**src/epa_pkg.sv**
```systemverilog
// Constants, register map and carrier types for the energy pulse block.
// Assumes a 125 MHz ref_clk and an APB master with 32-bit data.
// Function
// - Converter pulse per readable energy LSB step
// - One output pulse per (den+1)/(num+1) pulses
// - Numerator and denominator are unsigned 12-bit
// - Zero in numerator or denominator acts one
// - Clamp scale ratio to at most one
// - Effective num and den both one: width 16 quarter-clock periods
// - Periods beyond 180 ms: fixed 90 ms width
// - Otherwise calibration output has half duty
// - Mode bit 7 enables line-cycle accumulation
// - Line-cycle runs start and stop on crossings
// - Line-cycle energy lands at offset 0x04
// - Half-cycle count from 16-bit register 0x1C
// - Completion sets status bit 2, interrupt
// - Line-cycle runs repeat while mode bit set
// - Positive-only mode drops negative power
// - Mode bit 15 enables positive-only, off default
// - Direction change sets to-positive or to-negative
// - No accumulation below no-load threshold
// - Signed add every four clocks, 49 bits
package epa_pkg;
	// -----------------------------------------------------------
	// Register map (byte addresses)
	// -----------------------------------------------------------
	localparam logic [7:0] EPA_LC_ENERGY_OFS = 8'h04;
	localparam logic [7:0] EPA_HALF_CYC_OFS = 8'h1C;
	localparam logic [7:0] EPA_MODE_OFS = 8'h24;
	localparam logic [7:0] EPA_NUM_OFS = 8'h28;
	localparam logic [7:0] EPA_DEN_OFS = 8'h2C;
	localparam logic [7:0] EPA_IRQ_EN_OFS = 8'h30;
	localparam logic [7:0] EPA_STATUS_OFS = 8'h34;
	localparam logic [7:0] EPA_ENERGY_OFS = 8'h38;

	// -----------------------------------------------------------
	// Field positions and reset values
	// -----------------------------------------------------------
	localparam int EPA_MODE_CYC_BIT = 7;
	localparam int EPA_MODE_POS_BIT = 15;
	localparam int EPA_ST_CYC_END_BIT = 2;
	localparam int EPA_ST_TO_POS_BIT = 4;
	localparam int EPA_ST_TO_NEG_BIT = 5;
	localparam logic [15:0] EPA_MODE_RST = 16'h0000;
	localparam logic [11:0] EPA_RATIO_RST = 12'h000;
	localparam logic [15:0] EPA_HALF_CYC_RST = 16'hFFFF;
	localparam logic [7:0] EPA_IRQ_EN_RST = 8'h00;
	localparam logic [7:0] EPA_STATUS_MASK = 8'h34;

	// -----------------------------------------------------------
	// Datapath sizes and timing
	// -----------------------------------------------------------
	localparam int EPA_ACC_W = 49;
	localparam int EPA_RD_LSB = 25;
	localparam int EPA_TICK_DIV = 4;
	localparam logic [23:0] EPA_NOLOAD_THRESH = 24'h000009;
	localparam int EPA_CLK_KHZ = 125000;
	localparam int EPA_FIXED_QCLK = 16;
	localparam int EPA_FIXED_CLKS = EPA_FIXED_QCLK * EPA_TICK_DIV;
	localparam int EPA_LONG_MS = 180;
	localparam int EPA_WIDE_MS = 90;
	localparam int EPA_LONG_CLKS = EPA_LONG_MS * EPA_CLK_KHZ;
	localparam int EPA_WIDE_CLKS = EPA_WIDE_MS * EPA_CLK_KHZ;

	// Line-cycle sequencer states
	typedef enum logic [2:0] {
		EPA_LC_IDLE = 3'b001,
		EPA_LC_WAIT = 3'b010,
		EPA_LC_RUN = 3'b100
	} epa_lc_state_t;

	// APB request carrier
	typedef struct packed {
		logic psel;
		logic penable;
		logic pwrite;
		logic [7:0] paddr;
		logic [31:0] pwdata;
	} epa_apb_req_t;

	// APB answer carrier
	typedef struct packed {
		logic pready;
		logic pslverr;
		logic [31:0] prdata;
	} epa_apb_rsp_t;
endpackage : epa_pkg

```
**src/epa_energy_pulse.sv**
```systemverilog
// Energy accumulator, calibration pulse generator and line-cycle sequencer.
// Assumes active_power is a signed sample held stable by the datapath and
// zero_cross is a one-cycle pulse per voltage zero crossing, both synchronous.
`timescale 1ns/1ns
`default_nettype none
module epa_energy_pulse #(
	parameter logic [24:0] LONG_CLKS = 25'(epa_pkg::EPA_LONG_CLKS),
	parameter logic [24:0] WIDE_CLKS = 25'(epa_pkg::EPA_WIDE_CLKS)
) (
	input wire logic ref_clk,
	input wire logic rst,
	input wire epa_pkg::epa_apb_req_t apb_req,
	output epa_pkg::epa_apb_rsp_t apb_rsp,
	input wire logic signed [23:0] active_power,
	input wire logic zero_cross,
	output logic calibration_pulse_out,
	output logic irq_n_o,
	output logic irq_n_oe
);
	// -----------------------------------------------------------
	// State
	// -----------------------------------------------------------
	typedef struct packed {
		epa_pkg::epa_apb_rsp_t rsp;
		logic [15:0] mode;
		logic [11:0] num;
		logic [11:0] den;
		logic [15:0] half_cyc;
		logic [7:0] irq_en;
		logic [7:0] status;
		logic [1:0] tick;
		logic [48:0] acc;
		logic [48:0] lc_acc;
		logic [23:0] lc_energy;
		epa_pkg::epa_lc_state_t lc_state;
		logic [15:0] lc_cnt;
		logic dir_known;
		logic dir_pos;
		logic [12:0] frac;
		logic [24:0] period_cnt;
		logic [24:0] period;
		logic [24:0] width_cnt;
		logic cf;
		logic irq;
	} epa_state_t;

	epa_state_t st_q;
	epa_state_t st_d;

	logic step;
	logic neg;
	logic [24:0] mag;
	logic above;
	logic contrib;
	logic [48:0] acc_sum;
	logic dfc;
	logic [11:0] num_nz;
	logic [11:0] den_nz;
	logic [11:0] eff_num;
	logic [11:0] eff_den;
	logic [13:0] frac_sum;
	logic cf_evt;
	logic fixed_width;
	logic [24:0] width;
	logic [15:0] cyc_target;
	logic lc_done;
	logic to_pos;
	logic to_neg;
	logic wr;
	logic setup;
	logic [31:0] rdata;
	logic hit;
	logic [7:0] st_set;

	// -----------------------------------------------------------
	// Energy datapath
	// -----------------------------------------------------------
	// Accumulator steps on one clock of every four
	always_comb begin
		step = (st_q.tick == 2'(epa_pkg::EPA_TICK_DIV - 1));
		neg = active_power[23];
		mag = neg ? (25'd0 - {active_power[23], active_power}) : {1'b0, active_power};
		above = (mag >= {1'b0, epa_pkg::EPA_NOLOAD_THRESH});
		contrib = step && above && !(st_q.mode[epa_pkg::EPA_MODE_POS_BIT] && neg);
		acc_sum = st_q.acc + {{25{active_power[23]}}, active_power};
		// One readable LSB per step at most, so a bit flip marks a pulse
		dfc = contrib && (acc_sum[epa_pkg::EPA_RD_LSB] != st_q.acc[epa_pkg::EPA_RD_LSB]);
		to_pos = step && above && st_q.dir_known && !st_q.dir_pos && !neg;
		to_neg = step && above && st_q.dir_known && st_q.dir_pos && neg;
	end

	// Ratio handling: zero reads as one, ratio never above one
	always_comb begin
		num_nz = (st_q.num == 12'h000) ? 12'h001 : st_q.num;
		den_nz = (st_q.den == 12'h000) ? 12'h001 : st_q.den;
		eff_den = den_nz;
		eff_num = (num_nz > den_nz) ? den_nz : num_nz;
		frac_sum = {1'b0, st_q.frac} + {2'b00, eff_num} + 14'h0001;
		cf_evt = dfc && (frac_sum >= ({2'b00, eff_den} + 14'h0001));
		fixed_width = (eff_num == 12'h001) && (eff_den == 12'h001);
		if (fixed_width) begin
			width = 25'(epa_pkg::EPA_FIXED_CLKS);
		end else if (st_q.period > LONG_CLKS) begin
			width = WIDE_CLKS;
		end else begin
			width = {1'b0, st_q.period[24:1]};
		end
	end

	// Line-cycle completion and zero-count guard
	always_comb begin
		cyc_target = (st_q.half_cyc == 16'h0000) ? 16'h0001 : st_q.half_cyc;
		lc_done = (st_q.lc_state == epa_pkg::EPA_LC_RUN) && zero_cross
			&& ((st_q.lc_cnt + 16'h0001) >= cyc_target);
	end

	// -----------------------------------------------------------
	// Register bus decode
	// -----------------------------------------------------------
	// Answer is prepared in setup so the access phase never waits
	always_comb begin
		setup = apb_req.psel && !apb_req.penable;
		wr = apb_req.psel && apb_req.penable && st_q.rsp.pready && apb_req.pwrite;
		hit = 1'b1;
		rdata = 32'h0000_0000;
		case (apb_req.paddr)
			epa_pkg::EPA_LC_ENERGY_OFS: rdata = {8'h00, st_q.lc_energy};
			epa_pkg::EPA_HALF_CYC_OFS: rdata = {16'h0000, st_q.half_cyc};
			epa_pkg::EPA_MODE_OFS: rdata = {16'h0000, st_q.mode};
			epa_pkg::EPA_NUM_OFS: rdata = {20'h00000, st_q.num};
			epa_pkg::EPA_DEN_OFS: rdata = {20'h00000, st_q.den};
			epa_pkg::EPA_IRQ_EN_OFS: rdata = {24'h000000, st_q.irq_en};
			epa_pkg::EPA_STATUS_OFS: rdata = {24'h000000, st_q.status};
			epa_pkg::EPA_ENERGY_OFS: rdata = {8'h00, st_q.acc[48:25]};
			default: hit = 1'b0;
		endcase
		st_set = 8'h00;
		st_set[epa_pkg::EPA_ST_CYC_END_BIT] = lc_done;
		st_set[epa_pkg::EPA_ST_TO_POS_BIT] = to_pos;
		st_set[epa_pkg::EPA_ST_TO_NEG_BIT] = to_neg;
	end

	// -----------------------------------------------------------
	// Next state
	// -----------------------------------------------------------
	always_comb begin
		st_d = st_q;
		st_d.tick = st_q.tick + 2'b01;
		// Bus answer: ready only in access phase, error on unmapped
		st_d.rsp.pready = setup;
		if (setup) begin
			st_d.rsp.prdata = rdata;
			st_d.rsp.pslverr = !hit;
		end
		if (wr) begin
			case (apb_req.paddr)
				epa_pkg::EPA_HALF_CYC_OFS: st_d.half_cyc = apb_req.pwdata[15:0];
				epa_pkg::EPA_MODE_OFS: st_d.mode = apb_req.pwdata[15:0];
				epa_pkg::EPA_NUM_OFS: st_d.num = apb_req.pwdata[11:0];
				epa_pkg::EPA_DEN_OFS: st_d.den = apb_req.pwdata[11:0];
				epa_pkg::EPA_IRQ_EN_OFS: st_d.irq_en = apb_req.pwdata[7:0];
				epa_pkg::EPA_STATUS_OFS: st_d.status = st_q.status & ~apb_req.pwdata[7:0];
				default: st_d.status = st_q.status;
			endcase
		end
		// Hardware set wins over a same-cycle write-one clear
		st_d.status = (st_d.status | st_set) & epa_pkg::EPA_STATUS_MASK;
		// Main accumulator
		if (contrib) begin
			st_d.acc = acc_sum;
		end
		if (step && above) begin
			st_d.dir_known = 1'b1;
			st_d.dir_pos = !neg;
		end
		// Pulse-rate divider
		if (cf_evt) begin
			st_d.frac = 13'(frac_sum - ({2'b00, eff_den} + 14'h0001));
		end else if (dfc) begin
			st_d.frac = frac_sum[12:0];
		end
		// Ratio rewrite restarts the divider; an old remainder could exceed a smaller denominator
		if (wr && ((apb_req.paddr == epa_pkg::EPA_NUM_OFS)
			|| (apb_req.paddr == epa_pkg::EPA_DEN_OFS))) begin
			st_d.frac = 13'h0000;
		end
		// Output period measurement, saturating on slow loads
		if (cf_evt) begin
			st_d.period = st_q.period_cnt;
			st_d.period_cnt = 25'd1;
		end else if (st_q.period_cnt != 25'h1FFFFFF) begin
			st_d.period_cnt = st_q.period_cnt + 25'd1;
		end
		// Pulse width; a new event restarts the width
		if (cf_evt) begin
			st_d.width_cnt = width;
		end else if (st_q.width_cnt != 25'd0) begin
			st_d.width_cnt = st_q.width_cnt - 25'd1;
		end
		st_d.cf = (st_d.width_cnt != 25'd0);
		// Line-cycle sequencer
		case (st_q.lc_state)
			epa_pkg::EPA_LC_IDLE: begin
				if (st_q.mode[epa_pkg::EPA_MODE_CYC_BIT]) begin
					st_d.lc_state = epa_pkg::EPA_LC_WAIT;
				end
			end
			epa_pkg::EPA_LC_WAIT: begin
				if (!st_q.mode[epa_pkg::EPA_MODE_CYC_BIT]) begin
					st_d.lc_state = epa_pkg::EPA_LC_IDLE;
				end else if (zero_cross) begin
					st_d.lc_state = epa_pkg::EPA_LC_RUN;
					st_d.lc_acc = '0;
					st_d.lc_cnt = 16'h0000;
				end
			end
			epa_pkg::EPA_LC_RUN: begin
				if (contrib) begin
					st_d.lc_acc = st_q.lc_acc + {{25{active_power[23]}}, active_power};
				end
				if (lc_done) begin
					st_d.lc_energy = st_q.lc_acc[48:25];
					st_d.lc_acc = '0;
					st_d.lc_cnt = 16'h0000;
					// Crossing that ends a run starts the next one while the mode bit is set, else returns to idle
					st_d.lc_state = st_q.mode[epa_pkg::EPA_MODE_CYC_BIT]
						? epa_pkg::EPA_LC_RUN : epa_pkg::EPA_LC_IDLE;
				end else if (!st_q.mode[epa_pkg::EPA_MODE_CYC_BIT]) begin
					st_d.lc_state = epa_pkg::EPA_LC_IDLE;
				end else if (zero_cross) begin
					st_d.lc_cnt = st_q.lc_cnt + 16'h0001;
				end
			end
			default: st_d.lc_state = epa_pkg::EPA_LC_IDLE;
		endcase
		st_d.irq = |(st_d.status & st_d.irq_en);
	end

	// -----------------------------------------------------------
	// State register
	// -----------------------------------------------------------
	always_ff @(posedge ref_clk or posedge rst) begin
		if (rst) begin
			st_q <= '0;
			st_q.mode <= epa_pkg::EPA_MODE_RST;
			st_q.num <= epa_pkg::EPA_RATIO_RST;
			st_q.den <= epa_pkg::EPA_RATIO_RST;
			st_q.half_cyc <= epa_pkg::EPA_HALF_CYC_RST;
			st_q.irq_en <= epa_pkg::EPA_IRQ_EN_RST;
			st_q.lc_state <= epa_pkg::EPA_LC_IDLE;
		end else begin
			st_q <= st_d;
		end
	end

	// Open-drain pin: drive low only while an enabled flag is set
	assign apb_rsp = st_q.rsp;
	assign calibration_pulse_out = st_q.cf;
	assign irq_n_o = 1'b0;
	assign irq_n_oe = st_q.irq;
endmodule : epa_energy_pulse
`default_nettype wire

```
**config.mk**
```make
export PLATFORM = sky130hd
export DESIGN_NAME = epa_energy_pulse
export DESIGN_NICKNAME = d
export VERILOG_FILES = /design/src/epa_pkg.sv /design/src/epa_energy_pulse.sv
export SDC_FILE = /design/constraint.sdc
export NUM_CORES = 1
export LEC_CHECK = 0
export BUFFER_PORTS_ARGS = -buffer_cell sky130_fd_sc_hd__buf_2
export CORE_MARGIN = 3
export CORE_UTILIZATION = 30
export CTS_CLUSTER_DIAMETER = 30
export DETAILED_ROUTE_END_ITERATION = 8
export GPL_ROUTABILITY_DRIVEN = 0
export PLACE_DENSITY = 0.46
export SETUP_SLACK_MARGIN = 0.5
export SLEW_MARGIN = 30
export SYNTH_ARGS = -nofsm -noshare
export SYNTH_HDL_FRONTEND = slang
export SYNTH_SLANG_ARGS = --single-unit
```
**constraint.sdc**
```tcl
create_clock -name ref_clk -period 12.6 [get_ports ref_clk]
set_input_delay 2.52 -clock ref_clk [delete_from_list [all_inputs] [get_ports ref_clk]]
set_output_delay 2.52 -clock ref_clk [all_outputs]
set_load 0.01 [all_outputs]
```
==> results of run 1 <==
==> per-stage QoR <==
step | util, % | total power, mW | hold WS (ps)
2_1_floorplan | - | 2.48 | 401
3_3_place_gp | 32.0 | 2.81 | 414
3_5_place_dp | 32.1 | 2.84 | 417
4_1_cts | 36.4 | 5.22 | 427
5_1_grt | 36.4 | 5.50 | 443
6_report | 36.4 | 5.17 | 424
==> metal layers <==
metal,routed length [um],share of wire (%),vias to the layer above,GRT usage (%)
met4,2110,3.3,2,5.90
li1,-,-,9063,-
met3,3220,5.1,147,3.59
met2,29200,46,384,26.6
met5,13,0.020,-,0
met1,29200,46,8823,21.2
==> cell usage in the layout, fill, tap and decap left out, drive strengths merged, types with 10 or more instances in the layout <==
master,instances
or2,10
a211oi,28
o22ai,15
xnor2,87
a22o,18
nand2,299
o31ai,33
mux2,114
buf,102
nor2,145
ha,158
clkinv,25
clkinvlp,16
a31oi,25
nor3,41
clkbuf,121
nand3,59
and3,20
mux2i,45
o21a,20
a21o,67
a22oi,10
xor2,79
a221oi,16
dfrtp,311
or4,11
nor2b,23
o21ai,191
dfstp,17
nand4,33
o211ai,19
or3,15
a21oi,139
nor4,24
o21bai,22
inv,106
nand2b,21
==> sequential cells by signal (all words and copies together), names as in the netlist <==
name,flops
apb_rsp,26
st_q,300
calibration_pulse_out,1
irq_n_oe,1
==> synth_stat cells (all sizes together) (33+ instances only) <==
master / number / area share, %
nor2: 145 / 2.4
mux2i: 45 / 2.0
nand4: 33 / 0.93
clkbuf: 72 / 1.2
nor3: 41 / 0.94
ha: 158 / 8.9
nand3: 59 / 1.3
buf: 62 / 1.8
dfrtp: 311 / 35
a21o: 67 / 2.3
a21oi: 139 / 3.1
inv: 104 / 1.7
mux2: 114 / 5.8
nand2: 299 / 5.0
xor2: 79 / 3.1
o31ai: 33 / 1.2
xnor2: 87 / 3.4
o21ai: 191 / 4.3
==> logic make-up after synthesis <==
family | share of synthesized area (%)
AOI/OAI and AO/OA | 19.4
xor gates and xnor gates | 6.51
adders and majority gates | 9.22
buffers and inverters | 4.73
DFF | 36.9
muxes | 7.77
other | 0.0168
and+or+nand+nor | 15.4
==> worst max-delay path by stage <==
stage | slack (ps) | startpoint | depth (start not counted) | endpoint
finish | 4310 | st_q[276]$_DFFE_PP0P_ | 32 | st_q[10]$_DFF_PP0_
global route | 3480 | st_q[276]$_DFFE_PP0P_ | 32 | st_q[10]$_DFF_PP0_
CTS | 4290 | st_q[276]$_DFFE_PP0P_ | 33 | st_q[10]$_DFF_PP0_
detailed placement | 4380 | st_q[276]$_DFFE_PP0P_ | 33 | st_q[10]$_DFF_PP0_
global placement | 3970 | st_q[269]$_DFFE_PP0P_ | 33 | st_q[10]$_DFF_PP0_
floorplan | 1030 | rst | 1 | apb_rsp[0]$_DFFE_PP0P_
==> final cells by class <==
| type | instances | share of cell area (%) |
|---|---|---|
| multi-input combinational | 1902 | 49.1 |
| sequential | 328 | 30.8 |
| clock buffer | 121 | 9.63 |
| tap | 959 | 4.49 |
| clock inverter | 52 | 2.27 |
| timing repair buffer | 102 | 2.14 |
| inverter | 104 | 1.49 |
| antenna | 5 | 0.0468 |
==> power by group through the flow <==
stage | Sequential, mW | Combinational, mW | Clock, mW
3_3_place_gp | 1.40 | 1.41 | 0
6_report | 1.40 | 1.44 | 2.33
4_1_cts | 1.40 | 1.44 | 2.39
3_5_place_dp | 1.41 | 1.43 | 0
2_1_floorplan | 1.34 | 1.14 | 0
5_1_grt | 1.42 | 1.63 | 2.45
==> reports/summary.log, run 1 <==
INFO  detailed_routing route.antenna.remaining_nets=0
INFO  min_path       hp-class=flip-flop to flip-flop
INFO  cts            postCtsHoldBufs=0
INFO  sta            tightest_slew=962ps
INFO  place          place_area=0.0235mm^2
INFO  worst_setup_path critical-path-slowest-cell=sky130_fd_sc_hd__nand2_2
INFO  logic_synthesis ys_warn_count=0
INFO  worst_setup_path setup.worst_path.start_class=flip-flop
INFO  cts            cts_root_buffer=sky130_fd_sc_hd__clkbuf_16
INFO  detailed_routing vias_per_cell=5.16
INFO  worst_setup_path critPathKind=flip-flop to flip-flop
INFO  worst_setup_path timing.critical_path.buf_inv=2
INFO  logic_synthesis synth_cells=2460
INFO  power          switching_fraction_of_total_power=33.0%
INFO  global_routing gr-total-overflow=0
INFO  worst_setup_path endpoint_kind=flip-flop
INFO  run            maxCapViolations=0
INFO  sta            relSlewSlack=35.8%
INFO  cts            clk_pin_slew_worst_paths=40ps
INFO  worst_setup_path crit-reg2reg-capture=st_q[10]$_DFF_PP0_
INFO  detailed_routing drt_drc_violations_left=0
INFO  logic_synthesis synth-main-ff-cell=sky130_fd_sc_hd__dfrtp_1
INFO  logic_synthesis synth.cell_area=0.0223mm^2
INFO  logic_synthesis number_of_storage_elements_in_the_synthesis_netlist=328
INFO  cts            cts.htree.levels=3
INFO  global_routing global_route.usage.total=16.3%
INFO  place          worst_setup_slack_post_dpl=4380ps
INFO  die            ioPinCount=107
INFO  sta            rsz0062_at_grt=false
INFO  finish         drive_gt1_share=16.2%
INFO  cts            post_cts_resized=0
INFO  place          dp_hpwl=46200um
INFO  worst_setup_path crit_arrival=8770ps
INFO  sta            min_period=8290ps
INFO  outcome        status=finished, final reports clean
INFO  place          inst_count_dp=3395
INFO  finish         design_area=0.0267mm^2
INFO  die            start_util=30.4%
INFO  min_path       min_path_cells=1
INFO  place          port_buffers=81
INFO  sta            fin_crit_sh=65.8%
INFO  logic_synthesis synth-async-reset-ratio=100%
INFO  sta            setup_total_negative_slack=0ps
INFO  worst_setup_path cp_top_family=compound AO/OA/AOI/OAI gates
INFO  detailed_routing wl=63700um
INFO  worst_setup_path path_common_cell=sky130_fd_sc_hd__a21oi_1
INFO  worst_setup_path worstPathRequired=13070ps
INFO  power          pwr-share-comb=27.9%
INFO  global_routing antenna_violations_before_repair=8
INFO  global_routing grt_start_max_net_pins=93
INFO  power          power.internal=3.46mW
INFO  worst_setup_path rr_worst_depth=32
INFO  power          power.switching=1.70mW
INFO  finish         multiInputGateArea=0.0131mm^2
INFO  sta            timing.final.setup_violations=0
INFO  sta            finClkSkew=27.8ps
INFO  worst_setup_path r2r_start=st_q[276]$_DFFE_PP0P_
INFO  finish         final_cells=3573
INFO  detailed_routing drt-initial-drc-count=1016
INFO  cts            clock_path_buffers=3
INFO  global_routing grt_first_pass_wirelength=102000um
INFO  cts            clock-sinks=328
INFO  sta            timing_max_transition_violations_final=0
INFO  finish         area.sequential=0.00823mm^2
INFO  power          power.clock.fraction=45.0%
INFO  worst_setup_path slowest_delay=740ps
INFO  die            rows=99
INFO  die            core_region_area=0.0733mm^2
INFO  logic_synthesis ys_seq_area_share=36.9%
INFO  die            design.die.area=0.0777mm^2
INFO  sta            worst_slack=4310ps
INFO  power          vdd.ir_drop.worst=0.0000988V
INFO  cts            cts_tree=built
INFO  detailed_routing drt-wirelength-per-cell=17.8um
INFO  detailed_routing via_total_after_detailed_routing=18400
INFO  cts            numCtsBuffers=93
INFO  die            die-height=279um
INFO  sta            max_freq=121MHz
INFO  min_path       endpoint_of_the_worst_hold_timing_path=st_q[233]$_DFF_PP0_
INFO  detailed_routing firstDrtPassIters=5
INFO  cts            post_cts.repair.setup_buffers=0
INFO  min_path       hold_path.startpoint=st_q[233]$_DFF_PP0_
INFO  power          pwr-share-seq=27.0%
INFO  worst_setup_path timing.critical_path.fanout_max=32
INFO  global_routing grt_pass1_vias=18600
INFO  cts            insertion_delay=630ps
INFO  logic_synthesis synth_cell_types=78
INFO  die            die-width=279um
INFO  worst_setup_path setup.reg_to_reg.worst_slack=4310ps
INFO  finish         total_of_fill_cells_in_the_finished_design=7482
INFO  power          power.density_cell_area=193mW/mm^2
INFO  logic_synthesis synth_area_per_cell=9.07um^2
INFO  power          static_leakage=12.3nW
INFO  sta            hold_viol_final=0
INFO  finish         area_added_between_synthesis_and_finish=19.7%
INFO  finish         num-nets-final=2763
INFO  logic_synthesis synth-edff-count=0
No activity file was read; power rests on OpenSTA's default activity.
==> run 2: changes to the inputs <==
--- a/config.mk
+++ b/config.mk
@@ -11,7 +11,7 @@
 export CTS_CLUSTER_DIAMETER = 30
 export DETAILED_ROUTE_END_ITERATION = 8
 export GPL_ROUTABILITY_DRIVEN = 0
-export PLACE_DENSITY = 0.46
+export PLACE_DENSITY = 0.47
 export SETUP_SLACK_MARGIN = 0.5
 export SLEW_MARGIN = 30
 export SYNTH_ARGS = -nofsm -noshare
==> constraint.sdc (replaced) <==
create_clock -name ref_clk -period 7.2 [get_ports ref_clk]
set_input_delay 1.44 -clock ref_clk [delete_from_list [all_inputs] [get_ports ref_clk]]
set_output_delay 1.44 -clock ref_clk [all_outputs]
set_load 0.01 [all_outputs]
==> reports/summary.log, run 2 (synthesis gave the netlist of run 1 again) <==
INFO  outcome        status=finished, final reports clean
INFO  global_routing antenna_violations_before_repair=6
INFO  power          static_leakage=12.7nW
INFO  sta            finClkSkew=63.3ps
INFO  finish         final_common_cell=sky130_fd_sc_hd__dfrtp_1
INFO  finish         final_cells=3613
INFO  global_routing gr-total-overflow=0
INFO  sta            fin_crit_sh=87.6%
INFO  place          place_area=0.0238mm^2
INFO  cts            insertion_delay=670ps
INFO  run            maxCapViolations=0
INFO  detailed_routing drt-wirelength-per-cell=17.6um
INFO  cts            cts_root_buffer=sky130_fd_sc_hd__clkbuf_16
INFO  die            start_util=30.4%
INFO  die            rows=99
INFO  sta            relSlewSlack=22.7%
INFO  detailed_routing vias_per_cell=5.14
INFO  worst_setup_path critPathKind=flip-flop to flip-flop
INFO  sta            rsz0062_at_grt=false
INFO  detailed_routing firstDrtPassIters=7
INFO  worst_setup_path worstPathRequired=7730ps
INFO  cts            clk_pin_slew_worst_paths=50ps
INFO  finish         mostFrequentLayoutCells=311 x sky130_fd_sc_hd__dfrtp_1, 297 x sky130_fd_sc_hd__nand2_1, 182 x sky130_fd_sc_hd__o21ai_0
INFO  sta            tightest_slew=1140ps
INFO  cts            numCtsBuffers=98
INFO  power          power.density_cell_area=345mW/mm^2
INFO  die            die-width=279um
INFO  place          dp_hpwl=45900um
INFO  global_routing grt_start_max_net_pins=154
INFO  min_path       hp-class=flip-flop to flip-flop
INFO  detailed_routing wl=63700um
INFO  global_routing grt_pass1_vias=18800
INFO  die            ioPinCount=107
INFO  global_routing grt_first_pass_wirelength=102000um
INFO  finish         area_added_between_synthesis_and_finish=23.6%
INFO  worst_setup_path endpoint_kind=flip-flop
INFO  finish         largest_register_ff_count=300
INFO  worst_setup_path setup.worst_path.start_class=flip-flop
INFO  finish         registers.top_by_ff_count=st_q
INFO  sta            max_freq=158MHz
INFO  detailed_routing route.antenna.remaining_nets=0
INFO  sta            timing_max_transition_violations_final=0
INFO  worst_setup_path timing.critical_path.fanout_max=21
INFO  detailed_routing drt_drc_violations_left=0
INFO  cts            cts.htree.levels=3
INFO  sta            hold_viol_final=0
INFO  sta            timing.final.setup_violations=0
INFO  worst_setup_path critical-path-slowest-cell=sky130_fd_sc_hd__dfrtp_1
INFO  power          vdd.ir_drop.worst=0.000249V
INFO  die            die-height=279um
INFO  place          port_buffers=81
INFO  finish         num-nets-final=2798
INFO  finish         design_area=0.0276mm^2
INFO  place          inst_count_dp=3414
INFO  worst_setup_path crit_arrival=6840ps
INFO  sta            min_period=6310ps
INFO  detailed_routing via_total_after_detailed_routing=18600
INFO  cts            clock_path_buffers=3
INFO  cts            cts_tree=built
INFO  finish         drive_gt1_share=18.2%
INFO  worst_setup_path slowest_delay=390ps
INFO  sta            setup_total_negative_slack=0ps
INFO  detailed_routing drt-initial-drc-count=1111
INFO  die            core_region_area=0.0733mm^2
INFO  cts            clock-sinks=328
INFO  die            design.die.area=0.0777mm^2
INFO  global_routing global_route.usage.total=16.2%
## run 2: changes by cell type in the layout (fill, tap and decap cells not counted), sizes merged
| cell | change |
|---|---|
| clkinv | -5 |
| buf | +28 |
| clkinvlp | -2 |
| clkbuf | +21 |
| bufinv | +1 |
| inv | -2 |
| diode | -1 |
## run 2: routing by layer
| layer | wire length (um) | vias to the layer above | global-route usage (%) |
|---|---|---|---|
| met1 | 29100 | 8896 | 20.9 |
| met5 | 0 | - | 0 |
| met3 | 2860 | 156 | 3.40 |
| li1 | - | 9140 | - |
| met4 | 2220 | 0 | 6.45 |
| met2 | 29500 | 370 | 26.5 |
## run 2: path summary, 6_finish.rpt
kind,slack [ps],endpoint,cells past startpoint,from
max,890,calibration_pulse_out$_DFF_PP0_,35,st_q[271]$_DFFE_PP0P_
min,420,st_q[233]$_DFF_PP0_,1,st_q[233]$_DFF_PP0_
max reg2reg,890,calibration_pulse_out$_DFF_PP0_,35,st_q[271]$_DFFE_PP0P_
min reg2reg,420,st_q[233]$_DFF_PP0_,1,st_q[233]$_DFF_PP0_
max in group asynchronous,5270,st_q[156]$_DFFE_PP0P_,4,rst
min in group asynchronous,740,st_q[269]$_DFFE_PP0P_,2,rst
## run 2: area by class of cell
cell class              count  area, um^2
inverters                 104         394
flip-flops and latches    328        8230
well taps                 959        1200
diodes                      4        10.0
clock inverters            44         687
clock buffers             140        2850
repair buffers            132         963
fillers                  7363       45700
multi-input cells        1902       13300
## run 2: per-stage QoR
step	utilization (%)	hold slack, ps	setup WS (ps)	total power [mW]
after detailed placement	32.4	415	252	4.98
after global routing	37.6	457	490	10.1
after floorplan	-	401	801	4.34
after CTS	37.3	421	538	9.55
final	37.6	416	890	9.53
after global placement	32.4	411	262	4.92
## run 2: critical path, delay by kind of cell (launching register included)
kind	cells	cell delay, ps
AO/OA/AOI/OAI	14	2050
XOR/XNOR	1	200
adder cells (fa/ha/maj)	4	1140
buffers and inverters	6	810
flip-flops	1	390
multiplexers	1	350
AND/OR/NAND/NOR	9	1220
## run 2: where the power goes
group | leakage (nW) | switching, mW | internal (mW)
clock network | 1.68 | 1.35 | 3.11
registers | 4.29 | 0.296 | 2.14
logic | 6.76 | 1.46 | 1.16
## run 2: timing repair
item / 4_1_cts / 5_1_grt
buffers inserted: 0 / 8
gates resized for setup: 7 / 27
hold buffers: 0 / 0
setup endpoints to repair: 82 / 89
pin swaps: 0 / 13
gates cloned: 0 / 2
==> run 3: changes to the inputs <==
--- a/config.mk
+++ b/config.mk
@@ -12,6 +12,7 @@
 export DETAILED_ROUTE_END_ITERATION = 8
 export GPL_ROUTABILITY_DRIVEN = 0
 export PLACE_DENSITY = 0.47
+export REMOVE_ABC_BUFFERS = 1
 export SETUP_SLACK_MARGIN = 0.5
 export SLEW_MARGIN = 30
 export SYNTH_ARGS = -nofsm -noshare
==> reports/summary.log, run 3 (synthesis gave the netlist of run 1 again) <==
INFO  outcome        status=finished, final reports clean
INFO  power          power.density_cell_area=343mW/mm^2
INFO  detailed_routing drt-initial-drc-count=1029
INFO  sta            finClkSkew=46.7ps
INFO  finish         total_of_fill_cells_in_the_finished_design=7312
INFO  sta            hold_ws=426ps
INFO  worst_setup_path critPathKind=flip-flop to flip-flop
INFO  min_path       hp-class=flip-flop to flip-flop
INFO  worst_setup_path endpoint_kind=flip-flop
INFO  detailed_routing via_total_after_detailed_routing=18500
INFO  worst_setup_path timing.critical_path.fanout_max=14
INFO  detailed_routing drt-wirelength-per-cell=17.7um
INFO  die            design.die.area=0.0777mm^2
INFO  place          dp_hpwl=46400um
INFO  sta            tightest_slew=988ps
INFO  detailed_routing vias_per_cell=5.13
INFO  finish         mostFrequentLayoutCells=311 x sky130_fd_sc_hd__dfrtp_1, 298 x sky130_fd_sc_hd__nand2_1, 183 x sky130_fd_sc_hd__o21ai_0
INFO  detailed_routing firstDrtPassIters=5
INFO  worst_setup_path worstPathRequired=7750ps
INFO  die            ioPinCount=107
INFO  global_routing gr-max-usage-layer=met2
INFO  die            core_region_area=0.0733mm^2
INFO  global_routing gr-total-overflow=0
INFO  global_routing gr-usage-met1=21.5%
INFO  detailed_routing wl=64100um
INFO  global_routing grt_start_max_net_pins=170
INFO  place          port_buffers=81
INFO  worst_setup_path timing.critical_path.buf_inv=5
INFO  power          static_leakage=12.7nW
INFO  finish         multiInputGateArea=0.0132mm^2
INFO  global_routing global_route.usage.met3=3.15%
INFO  cts            clock_path_buffers=3
INFO  global_routing antenna_violations_before_repair=3
INFO  cts            clk_pin_slew_worst_paths=40ps
INFO  detailed_routing drt_drc_violations_left=0
INFO  finish         largest_register_ff_count=300
INFO  worst_setup_path crit_arrival=6820ps
INFO  sta            rsz0062_at_grt=false
INFO  sta            timing_max_transition_violations_final=0
INFO  finish         area.sequential=0.00823mm^2
INFO  global_routing global_route.usage.total=16.4%
INFO  cts            cts_tree=built
INFO  die            die-width=279um
INFO  sta            fin_crit_sh=87.1%
INFO  cts            insertion_delay=640ps
INFO  worst_setup_path path_common_cell=sky130_fd_sc_hd__ha_1
INFO  finish         num-nets-final=2804
INFO  cts            cts_root_buffer=sky130_fd_sc_hd__clkbuf_16
INFO  global_routing grt_first_pass_wirelength=103000um
INFO  finish         final_common_cell=sky130_fd_sc_hd__dfrtp_1
INFO  sta            max_freq=159MHz
INFO  finish         drive_gt1_share=18.1%
INFO  detailed_routing route.antenna.remaining_nets=0
INFO  global_routing grt_pass1_vias=18700
INFO  worst_setup_path critical-path-slowest-cell=sky130_fd_sc_hd__or3_1
INFO  worst_setup_path setup.worst_path.start_class=flip-flop
INFO  sta            relSlewSlack=33.3%
INFO  cts            postCtsHoldBufs=0
INFO  finish         design_area=0.0274mm^2
INFO  power          vdd.ir_drop.worst=0.000196V
INFO  finish         area_added_between_synthesis_and_finish=22.8%
INFO  die            rows=99
INFO  worst_setup_path cp_top_family=compound AO/OA/AOI/OAI gates
INFO  sta            timing.final.setup_violations=0
INFO  global_routing gr-usage-met2=27.5%
INFO  cts            numCtsBuffers=98
INFO  finish         registers.top_by_ff_count=st_q
INFO  sta            hold_viol_final=0
INFO  sta            min_period=6270ps
INFO  worst_setup_path slowest_delay=390ps
INFO  cts            clock-sinks=328
INFO  run            maxCapViolations=0
INFO  die            start_util=30.4%
INFO  die            die-height=279um
INFO  cts            cts.htree.levels=3
INFO  place          place_area=0.0238mm^2
-- run 3: changes by cell type in the layout (fill, tap and decap cells not counted), sizes merged --
cell / delta
buf: +8
bufinv: +2
clkbuf: -9
clkinv: +7
clkinvlp: -10
inv: +1
-- run 3: layout make-up --
cell class / count / share of cell area [%]
Multi-Input combinational cell: 1902 / 48.1
Timing Repair Buffer: 138 / 3.41
Inverter: 104 / 1.45
Tap cell: 959 / 4.38
Antenna cell: 4 / 0.0365
Sequential cell: 328 / 30.0
Clock buffer: 133 / 10.2
Clock inverter: 44 / 2.36
-- run 3: report_power, final --
group          internal (mW)  switching, mW  total [mW]  leakage [nW]
combinational           1.13           1.44        2.57          6.74
sequential              2.14          0.297        2.44          4.29
clock                   3.11           1.28        4.40          1.69
total                   6.39           3.02        9.41          12.7
-- run 3: worst paths after layout --
kind                                        from                               to  slack, ps  cells after the start
max                        st_q[274]$_DFFE_PP0P_  calibration_pulse_out$_DFF_PP0_        930                     33
min                          st_q[233]$_DFF_PP0_              st_q[233]$_DFF_PP0_        430                      1
max reg2reg                st_q[274]$_DFFE_PP0P_  calibration_pulse_out$_DFF_PP0_        930                     33
min reg2reg                  st_q[233]$_DFF_PP0_              st_q[233]$_DFF_PP0_        430                      1
max in group asynchronous                    rst            st_q[174]$_DFFE_PP0P_       4800                      4
min in group asynchronous                    rst            st_q[298]$_DFFE_PP0P_        990                      2
-- run 3: layer usage --
metal	vias up	wire (um)
li1	9159	-
met5	-	0
met2	361	30200
met3	117	2930
met4	0	1460
met1	8895	29600
-- run 3: timing repair --
action	4_1_cts	5_1_grt
pin swaps	0	10
resized for setup	3	27
setup buffers	0	6
setup endpoints to repair	62	89
-- run 3: stage by stage --
step / std cells / setup WS, ps / utilization [%] / setup TNS [ps] / total power [mW]
floorplan: 2334 / -3720 / - / -1267510 / 4.35
global placement: 3424 / 319 / 32.4 / 0 / 4.93
detailed placement: 3424 / 328 / 32.4 / 0 / 4.97
CTS: 3601 / 536 / 37.1 / 0 / 9.47
global route: 3608 / 465 / 37.4 / 0 / 10.0
finish: 3612 / 925 / 37.4 / 0 / 9.41
